[src/rtl/gppc_pkg.sv]
// Constants for the eight-pin general-purpose port configuration block.
// Assumes a single processor clock and an asynchronous active-high system reset.
`default_nettype none

package gppc_pkg;

   localparam int         GPPC_WIDTH      = 8;
   localparam logic [7:0] GPPC_RESET_VAL  = 8'h00;
   localparam logic [7:0] GPPC_ANALOG_CAP = 8'hFF;

endpackage : gppc_pkg

`default_nettype wire

[src/rtl/gppc_port.sv]
// Per-pin configuration of one general-purpose port.
// Assumes the core writes the three control registers through write strobes and
// that the pad ring resolves each pin from output, output enable and pull-up.
`default_nettype none

module gppc_port
   import gppc_pkg::*;
#(
   parameter int         WIDTH      = GPPC_WIDTH,
   parameter logic [7:0] ANALOG_CAP = GPPC_ANALOG_CAP
) (
   input  wire logic             CORE_CLK,     // Processor clock
   input  wire logic             SYS_RST,      // Asynchronous reset, active high
   input  wire logic [WIDTH-1:0] WR_DATA,      // Write data for all registers
   input  wire logic             WR_DIR,       // Write strobe, direction register
   input  wire logic             WR_OPT,       // Write strobe, option register
   input  wire logic             WR_LATCH,     // Write strobe, pin_data_latch
   input  wire logic             GLOBAL_INTERRUPT_ENABLE, // Global interrupt enable
   input  wire logic [WIDTH-1:0] PIN_IN,       // Pad input levels, asynchronous
   output logic      [WIDTH-1:0] DIR_Q,        // Direction register contents
   output logic      [WIDTH-1:0] OPT_Q,        // Option register contents
   output logic      [WIDTH-1:0] RD_DATA,      // Data register read value
   output logic      [WIDTH-1:0] PIN_OUT,      // Pad output level
   output logic      [WIDTH-1:0] PIN_OE_N,     // Pad output enable, low drives
   output logic      [WIDTH-1:0] PULLUP_EN,    // Pad pull-up enable
   output logic      [WIDTH-1:0] ANALOG_SEL,   // Route pin to analog converter
   output logic      [WIDTH-1:0] IRQ_PIN_LVL,  // Synchronised level of interrupt pins
   output logic                  EXT_IRQ       // External interrupt request, wakes core
);

   // The mode decode and the analog mask are built for at most eight pins.
   generate
      if (WIDTH < 1 || WIDTH > 8) begin : g_bad_width
         $error("gppc_port: WIDTH must be 1 to 8");
      end
   endgenerate

   logic [WIDTH-1:0] dir_r;
   logic [WIDTH-1:0] opt_r;
   logic [WIDTH-1:0] latch_r;
   logic [WIDTH-1:0] sync1_r;
   logic [WIDTH-1:0] sync2_r;
   logic [WIDTH-1:0] rd_nxt;
   logic [WIDTH-1:0] rd_r;
   logic             irq_r;
   wire  [WIDTH-1:0] int_mode;
   wire  [WIDTH-1:0] ana_mode;
   wire              irq_nxt;

   // ------------------------------------------------------------------
   // Control registers
   // ------------------------------------------------------------------
   always_ff @(posedge CORE_CLK or posedge SYS_RST) begin
      if (SYS_RST) begin
         dir_r   <= GPPC_RESET_VAL[WIDTH-1:0];
         opt_r   <= GPPC_RESET_VAL[WIDTH-1:0];
         latch_r <= GPPC_RESET_VAL[WIDTH-1:0];
      end else begin
         if (WR_DIR) begin
            dir_r <= WR_DATA;
         end
         if (WR_OPT) begin
            opt_r <= WR_DATA;
         end
         if (WR_LATCH) begin
            latch_r <= WR_DATA;
         end
      end
   end

   // ------------------------------------------------------------------
   // Pin synchroniser
   // ------------------------------------------------------------------
   always_ff @(posedge CORE_CLK or posedge SYS_RST) begin
      if (SYS_RST) begin
         sync1_r <= GPPC_RESET_VAL[WIDTH-1:0];
         sync2_r <= GPPC_RESET_VAL[WIDTH-1:0];
      end else begin
         sync1_r <= PIN_IN;
         sync2_r <= sync1_r;
      end
   end

   // ------------------------------------------------------------------
   // Per-pin mode decode
   // ------------------------------------------------------------------
   // The mode is a pure function of the three register bits, so low-power
   // states, which do not touch the registers, leave the pins unchanged.
   genvar i;
   generate
      for (i = 0; i < WIDTH; i++) begin : g_pin
         assign PULLUP_EN[i]  = ~dir_r[i] & ~latch_r[i];
         assign int_mode[i]   = ~dir_r[i] & opt_r[i] & ~latch_r[i];
         assign ana_mode[i]   = ~dir_r[i] & opt_r[i] & latch_r[i] & ANALOG_CAP[i];
         assign PIN_OE_N[i]   = ~(dir_r[i] & (opt_r[i] | ~latch_r[i]));
         assign PIN_OUT[i]    = latch_r[i];
         assign rd_nxt[i]     = dir_r[i] ? latch_r[i] : sync2_r[i];
      end
   endgenerate

   assign irq_nxt = GLOBAL_INTERRUPT_ENABLE & |(int_mode & ~sync2_r);

   // ------------------------------------------------------------------
   // Registered outputs
   // ------------------------------------------------------------------
   always_ff @(posedge CORE_CLK or posedge SYS_RST) begin
      if (SYS_RST) begin
         rd_r  <= GPPC_RESET_VAL[WIDTH-1:0];
         irq_r <= 1'b0;
      end else begin
         rd_r  <= rd_nxt;
         irq_r <= irq_nxt;
      end
   end

   assign DIR_Q       = dir_r;
   assign OPT_Q       = opt_r;
   assign RD_DATA     = rd_r;
   assign ANALOG_SEL  = ana_mode;
   assign IRQ_PIN_LVL = int_mode & sync2_r;
   assign EXT_IRQ     = irq_r;
endmodule : gppc_port

`default_nettype wire

[config.mk]
export PLATFORM = sky130hd
export DESIGN_NAME = gppc_port
export DESIGN_NICKNAME = d
export VERILOG_FILES = /design/src/rtl/gppc_pkg.sv /design/src/rtl/gppc_port.sv
export SDC_FILE = /design/constraint.sdc
export NUM_CORES = 1
export LEC_CHECK = 0
export ABC_AREA = 1
export BUFFER_PORTS_ARGS = -buffer_cell sky130_fd_sc_hd__buf_4
export CORE_AREA = 5 5 71 73
export CTS_CLUSTER_SIZE = 16
export DETAILED_ROUTE_END_ITERATION = 12
export DIE_AREA = 0 0 76 78
export PLACE_DENSITY = 0.84
export SYNTH_ARGS = -nofsm -noshare
export SYNTH_HDL_FRONTEND = slang
export SYNTH_SLANG_ARGS = --single-unit
[constraint.sdc]
create_clock -name CORE_CLK -period 2.2 [get_ports CORE_CLK]
set_clock_uncertainty 0.2 [all_clocks]
set_input_delay 0.33 -clock CORE_CLK [delete_from_list [all_inputs] [get_ports CORE_CLK]]
set_output_delay 0.33 -clock CORE_CLK [all_outputs]
set_load 0.02 [all_outputs]
==> results of run 1 <==
## routing by layer
layer	wire, µm	share of wire (%)
met3	373	8.2
met4	96	2.1
met1	1880	41
met5	0	0
met2	2200	48
## cell usage after synthesis
cell	n	area, µm²
sky130_fd_sc_hd__nand2_1	28	105
sky130_fd_sc_hd__mux2_2	8	90.1
sky130_fd_sc_hd__o21ai_0	32	160
sky130_fd_sc_hd__nor2_1	2	7.51
sky130_fd_sc_hd__inv_1	26	97.6
sky130_fd_sc_hd__nor3_1	8	40.0
sky130_fd_sc_hd__dfrtp_1	49	1230
sky130_fd_sc_hd__nand3_1	8	40.0
sky130_fd_sc_hd__nor4_1	8	50.1
sky130_fd_sc_hd__a21oi_1	1	5.00
sky130_fd_sc_hd__nor2_2	8	50.1
sky130_fd_sc_hd__buf_2	3	15.0
## cell families (layout without fill, tap and decap cells)
kind of cell | after synthesis | in the layout | share of synthesized area [%]
AOI/OAI and AO/OA | 33 | 33 | 8.75
buffers and inverters | 29 | 130 | 5.97
DFF | 49 | 49 | 65.0
muxes | 8 | 8 | 4.77
and+or+nand+nor | 62 | 62 | 15.5
## critical path: stages, from the launching register on
cell,delay [ns]
sky130_fd_sc_hd__dfrtp_1,0.46
sky130_fd_sc_hd__nor4_1,0.37
sky130_fd_sc_hd__buf_4,0.21
## registers in the layout, indices dropped and copies added (netlist names)
register and flops:
DIR_Q 8, EXT_IRQ 1, OPT_Q 8, PIN_OUT 8
RD_DATA 8, sync1_r 8, sync2_r 8
## path summary, 6_finish.rpt
path	startpoint	endpoint	cells past startpoint
max in group asynchronous	SYS_RST	OPT_Q[7]	4
setup / recovery	DIR_Q[1]	IRQ_PIN_LVL[1]	2
min in group asynchronous	SYS_RST	sync1_r[3]	3
hold / removal	WR_DATA[6]	OPT_Q[6]	3
hold reg to reg	sync1_r[7]	sync2_r[7]	0
setup reg to reg	DIR_Q[5]	EXT_IRQ	5
## stage by stage
stage | setup slack [ns] | instance area, µm² | utilization (%)
finish | 0.347 | 2770 | 64.6
global route | 0.268 | 2770 | 64.6
CTS | 0.363 | 2770 | 64.6
detailed placement | 0.688 | 2600 | 60.6
global placement | 0.758 | 2600 | 60.6
floorplan | 0.415 | 1890 | -
## report_power, final
group	switching (mW)	total, mW	internal, mW
clock network	0.261	0.487	0.226
logic	0.291	0.514	0.223
registers	0.0721	1.05	0.976
## cell type report
class,count,area [µm²],area share (%)
well taps,52,65.1,2.35
repair buffers,96,756,27.3
multi-input cells,103,548,19.8
flip-flops and latches,49,1230,44.2
clock buffers,8,80.1,2.89
inverters,26,97.6,3.52
==> impl_results.md, run 1 <==
* Outcome: finished clean
* Layer with the highest usage after global routing: met2
* Total core area at around 0.0043 mm²
* Most common library cell in the layout ignoring fill and taps: sky130_fd_sc_hd__buf_4
* Vias at 1591
* Iteration count of the initial detailed-routing pass at 4
* # resized after CTS at 0
* Final count of negative-setup-slack endpoints at 0
* Number of global-route vias before repair at 1725
* Worst setup SP type: flop
* Layout area overhead at 46.9%
* Power per cell area at approximately 740 mW/mm²
* Number of sinks handled by clock tree synthesis at a little under 50
* Synth warn at 0
* Y dimension of the die at approximately 78 µm
* Final worst path period share at 84.2%
* Clock tree from TritonCTS: yes
* Number of buffers created by CTS at 5
* Ratio of cells with drive above 1 in the final layout at between 30% and 40%
* Global-route met2 utilization at a little over a quarter
* Worst EP arrival at ~1.3 ns
* Setup repair after global routing missed its margin: no
* Synthesized area per cell at 10.4 µm²
* Number of nets with antenna violations after routing at 0
* Relative max-transition margin at between 60% and 70%
* Per-cell via count in the routed design at about 4.8
* Final global-route overflow total at 0
* Placement Rows at 24
* Count of different cell masters after synthesis at 12
* Initial standard-cell utilization of the core at a little over two fifths
* Clock insertion delay at the later pin of the skew report at 0.28 ns
* Post-detailed-placement half-perimeter wirelength at between 3000 and 4000 µm
* Initial antenna violation count at 0
* Horiz. Die Dim at between 70 and 80 µm
* Deepest level of the CTS H-tree at 2
* Final count of pins violating max slew at 0
* Wire length per cell at between 10 and 15 µm
* Period minus WS final at roughly 1.9 ns
* Global routing met1 resource utilization at between 15 and 20%
* Largest net degree at the start of global routing at 27
* Placer Congestion at approximately 0.77
* Non-filler cells, final at 334
* Synthesis-stage register bit count at 49
* Count of max-cap constraint violations at 0
* Final hold violations at 0
* Global-route total usage across every layer at about 16%
* Data required time of the worst path at 1.67 ns
* Number of hold-repair buffers added at the cts stage at 9
* Sequential cell area fraction in the yosys report at about two thirds
* Net count after synthesis at a little over 200
* Post-synthesis instance area at ~0.0019 mm²
* Placed insts at about 320
* DRC at 0
* I/O pin count at 87
* Global routing met3 resource utilization at 6.48%
* Total Power at just over 2 mW
* Worst Path Max Fanout at 8
* Clock transition at path regs at approximately 0.08 ns
* Floorplan die area at between 0.005 and 0.006 mm²
* Post-CTS setup buffer count at 0
* Net count, final at approximately 300
* Antenna diode instance count at 0
* Most used cells in the layout excluding fill and tap cells: 86 x sky130_fd_sc_hd__buf_4, 49 x sky130_fd_sc_hd__dfrtp_1, 32 x sky130_fd_sc_hd__o21ai_0, 28 x sky130_fd_sc_hd__nand2_1, 25 x sky130_fd_sc_hd__inv_1
* Transition at the pin with the smallest max-transition slack at 0.520 ns
* Routed wire length at 4550 µm
* DR iter-0 viols at 56
* Cells after Synth at between 150 and 200
* Worst hold margin at between 0.06 and 0.07 ns
* Worst IR Drop VDD at 0.000497 V
* Maximum clock frequency at around 540 MHz
* Global-route wire length before repair at slightly below 8000 µm
* Setup TNS after final layout at 0 ns
* Min-delay worst type: in -> reg
* Kind of end point of the critical path: primary output
* Static Leakage at approximately 1.4 nW
* Classification of the worst setup path: reg -> out
* Register-to-register path setup slack at 0.98 ns
* Maximum buffer depth of the clock tree at 2
* Root buffer cell: sky130_fd_sc_hd__clkbuf_8
* Count of input and output buffers at 86
* Filler Cells Inserted at 362
Power figures use the tool's default switching activity.
==> run 2: changes to the inputs <==
clock period = 1.9 ns   (was 2.2 ns; I/O delays follow)
==> impl_results.md, run 2 (synthesis gave the netlist of run 1 again) <==
* Outcome: finished clean
* Most common library cell in the layout ignoring fill and taps: sky130_fd_sc_hd__buf_4
* Count of input and output buffers at 86 (unchanged)
* Total placed instance area at 0.00260 mm² (-0.19%)
* Classification of the worst setup path: reg -> out
* Period minus WS final at approximately 1.8 ns
* Final critical-path setup slack at 0.103 ns (-0.244 ns)
* Y dimension of the die at 78 µm (unchanged)
* Placed insts at 318 (+0.32%)
* Global-route wire length before repair at 7800 µm (-1.0%)
* Number of global-route vias before repair at 1618 (-6.2%)
* Cell depth of the worst hold path at 3 (unchanged)
* Routed wire length at 4690 µm (+2.9%)
* Cell area after layout at 0.00278 mm² (+0.27%)
* Filler Cells Inserted at 364 (+0.55%)
* Ratio of cells with drive above 1 in the final layout at 39.6% (+0.92 points)
* Root buffer cell: sky130_fd_sc_hd__clkbuf_8
* Deepest level of the CTS H-tree at 2 (unchanged)
* Source of the worst register-to-register timing path: DIR_Q[3]
* Final hold violations at 0 (unchanged)
* Layout area overhead at 47.3%
* Kind of end point of the critical path: primary output
* Global-route total usage across every layer at 16.2% (+0.049 points)
* Net count, final at 304 (+0.33%)
* Number of sinks handled by clock tree synthesis at 49 (unchanged)
* Register-to-register path setup slack at 0.65 ns (-0.33 ns)
* Final count of negative-setup-slack endpoints at 0 (unchanged)
* Final global-route overflow total at 0 (unchanged)
* Min-delay worst type: in -> reg
* Antenna diode instance count at 0 (unchanged)
* Transition at the pin with the smallest max-transition slack at 0.395 ns (-0.125 ns)
* Setup TNS after final layout at 0 ns (unchanged)
* Setup repair after global routing missed its margin: no
* Clock insertion delay at the later pin of the skew report at 0.30 ns (+0.02 ns)
* Per-cell via count in the routed design at 4.84 (+1.7%)
* Power per cell area at 858 mW/mm² (+16%)
* Maximum buffer depth of the clock tree at 2 (unchanged)
* Worst setup SP type: flop
* Worst Path Max Fanout at 8 (unchanged)
* Post-CTS setup buffer count at 0 (unchanged)
* Static Leakage at 1.40 nW (about the same)
* Placement Rows at 24 (unchanged)
* Largest net degree at the start of global routing at 21 (-22%)
* I/O pin count at 87 (unchanged)
* Total Power at 2.39 mW (+16%)
* Number of nets with antenna violations after routing at 0 (unchanged)
* Number of cells on the worst reg-to-reg path at 5 (unchanged)
* Number of buffers created by CTS at 5 (unchanged)
* Pre-CTS setup slack at 0.404 ns (-0.284 ns)
* Final worst path period share at between 90% and 100%
* Worst EP arrival at 1.31 ns (about the same)
* Data required time of the worst path at 1.41 ns (-0.26 ns)
* DRC at 0 (unchanged)
* Iteration count of the initial detailed-routing pass at 4 (unchanged)
* Maximum clock frequency at 556 MHz
* Clock transition at path regs at 0.08 ns (about the same)
* Worst Hold Path EP: PIN_OUT[7]
* Non-filler cells, final at 335 (+0.30%)
* Vias at 1623 (+2.0%)
* Multi-input gate area at 561 µm² (+2.3%)
* Floorplan die area at 0.00593 mm² (unchanged)
* Worst IR Drop VDD at 0.000585 V (+18%)
* DR iter-0 viols at 68 (+21%)
* Most used cells in the layout excluding fill and tap cells: 88 x sky130_fd_sc_hd__buf_4, 49 x sky130_fd_sc_hd__dfrtp_1, 32 x sky130_fd_sc_hd__o21ai_0, 28 x sky130_fd_sc_hd__nand2_1, 25 x sky130_fd_sc_hd__inv_1
* Total core area at 0.00429 mm² (unchanged)
* Clock tree from TritonCTS: yes
* Count of max-cap constraint violations at 0 (unchanged)
* Hold wc startpoint: WR_DATA[7]
* Initial standard-cell utilization of the core at 43.9% (unchanged)
* Initial antenna violation count at 0 (unchanged)
* Combined flip-flop and latch cell area at 0.00123 mm² (unchanged)
* Horiz. Die Dim at 76 µm (unchanged)
* Wire length per cell at 14.0 µm (+2.6%)
* Endpoint of the most critical register-to-register path: EXT_IRQ
* Relative max-transition margin at 73.6% (+8.4 points)
* Placer Congestion at 0.809 (+4.5%)
* Final count of pins violating max slew at 0 (unchanged)
* Post-detailed-placement half-perimeter wirelength at 3570 µm (+3.0%)
[run 2: cell count changes in the layout (fill, tap and decap cells not counted), sizes merged]
cell / delta
buf: +1
[run 2: worst max path at each step]
stage	to	from	slack, ns
floorplan	IRQ_PIN_LVL[0]	DIR_Q[0]	0.16
global placement	IRQ_PIN_LVL[3]	DIR_Q[3]	0.50
detailed placement	IRQ_PIN_LVL[0]	DIR_Q[0]	0.40
CTS	IRQ_PIN_LVL[0]	DIR_Q[0]	0.07
global route	IRQ_PIN_LVL[4]	DIR_Q[4]	0.03
finish	IRQ_PIN_LVL[0]	DIR_Q[0]	0.10
[run 2: power by group]
part           internal (mW)  switching (mW)  leakage [nW]
registers               1.13          0.0863         0.585
clock network          0.262           0.312        0.0395
logic                  0.257           0.338         0.781
[run 2: critical path: stages, from the launching register on]
cell	delay (ns)
sky130_fd_sc_hd__dfrtp_1	0.46
sky130_fd_sc_hd__nor4_1	0.35
sky130_fd_sc_hd__buf_4	0.21
[run 2: per-layer routing]
metal	track usage [%]	vias to the layer above	wire length (µm)
met5	0	-	0
met4	5.34	0	61
met3	7.29	7	432
met2	26.3	67	2320
met1	19.2	751	1870
li1	-	798	-
[run 2: stage by stage]
step,util [%],hold slack (ns)
detailed placement,60.5,0.102
floorplan,-,0.116
global placement,60.5,0.0951
CTS,64.5,0.000507
finish,64.7,0.00708
global route,64.7,0.00262
[run 2: what timing repair did]
| action | in CTS | in global routing |
|---|---|---|
| gates resized for setup | 0 | 2 |
| hold buffers | 9 | 0 |
| hold endpoints to repair | 26 | 0 |
| setup endpoints to repair | 0 | 2 |
[run 2: final cells by class]
| class | count | area share [%] |
|---|---|---|
| Tap cell | 52 | 2.34 |
| Inverter | 26 | 3.51 |
| Multi-Input combinational cell | 103 | 20.2 |
| Sequential cell | 49 | 44.1 |
| Clock buffer | 8 | 2.88 |
| Timing Repair Buffer | 97 | 27.0 |
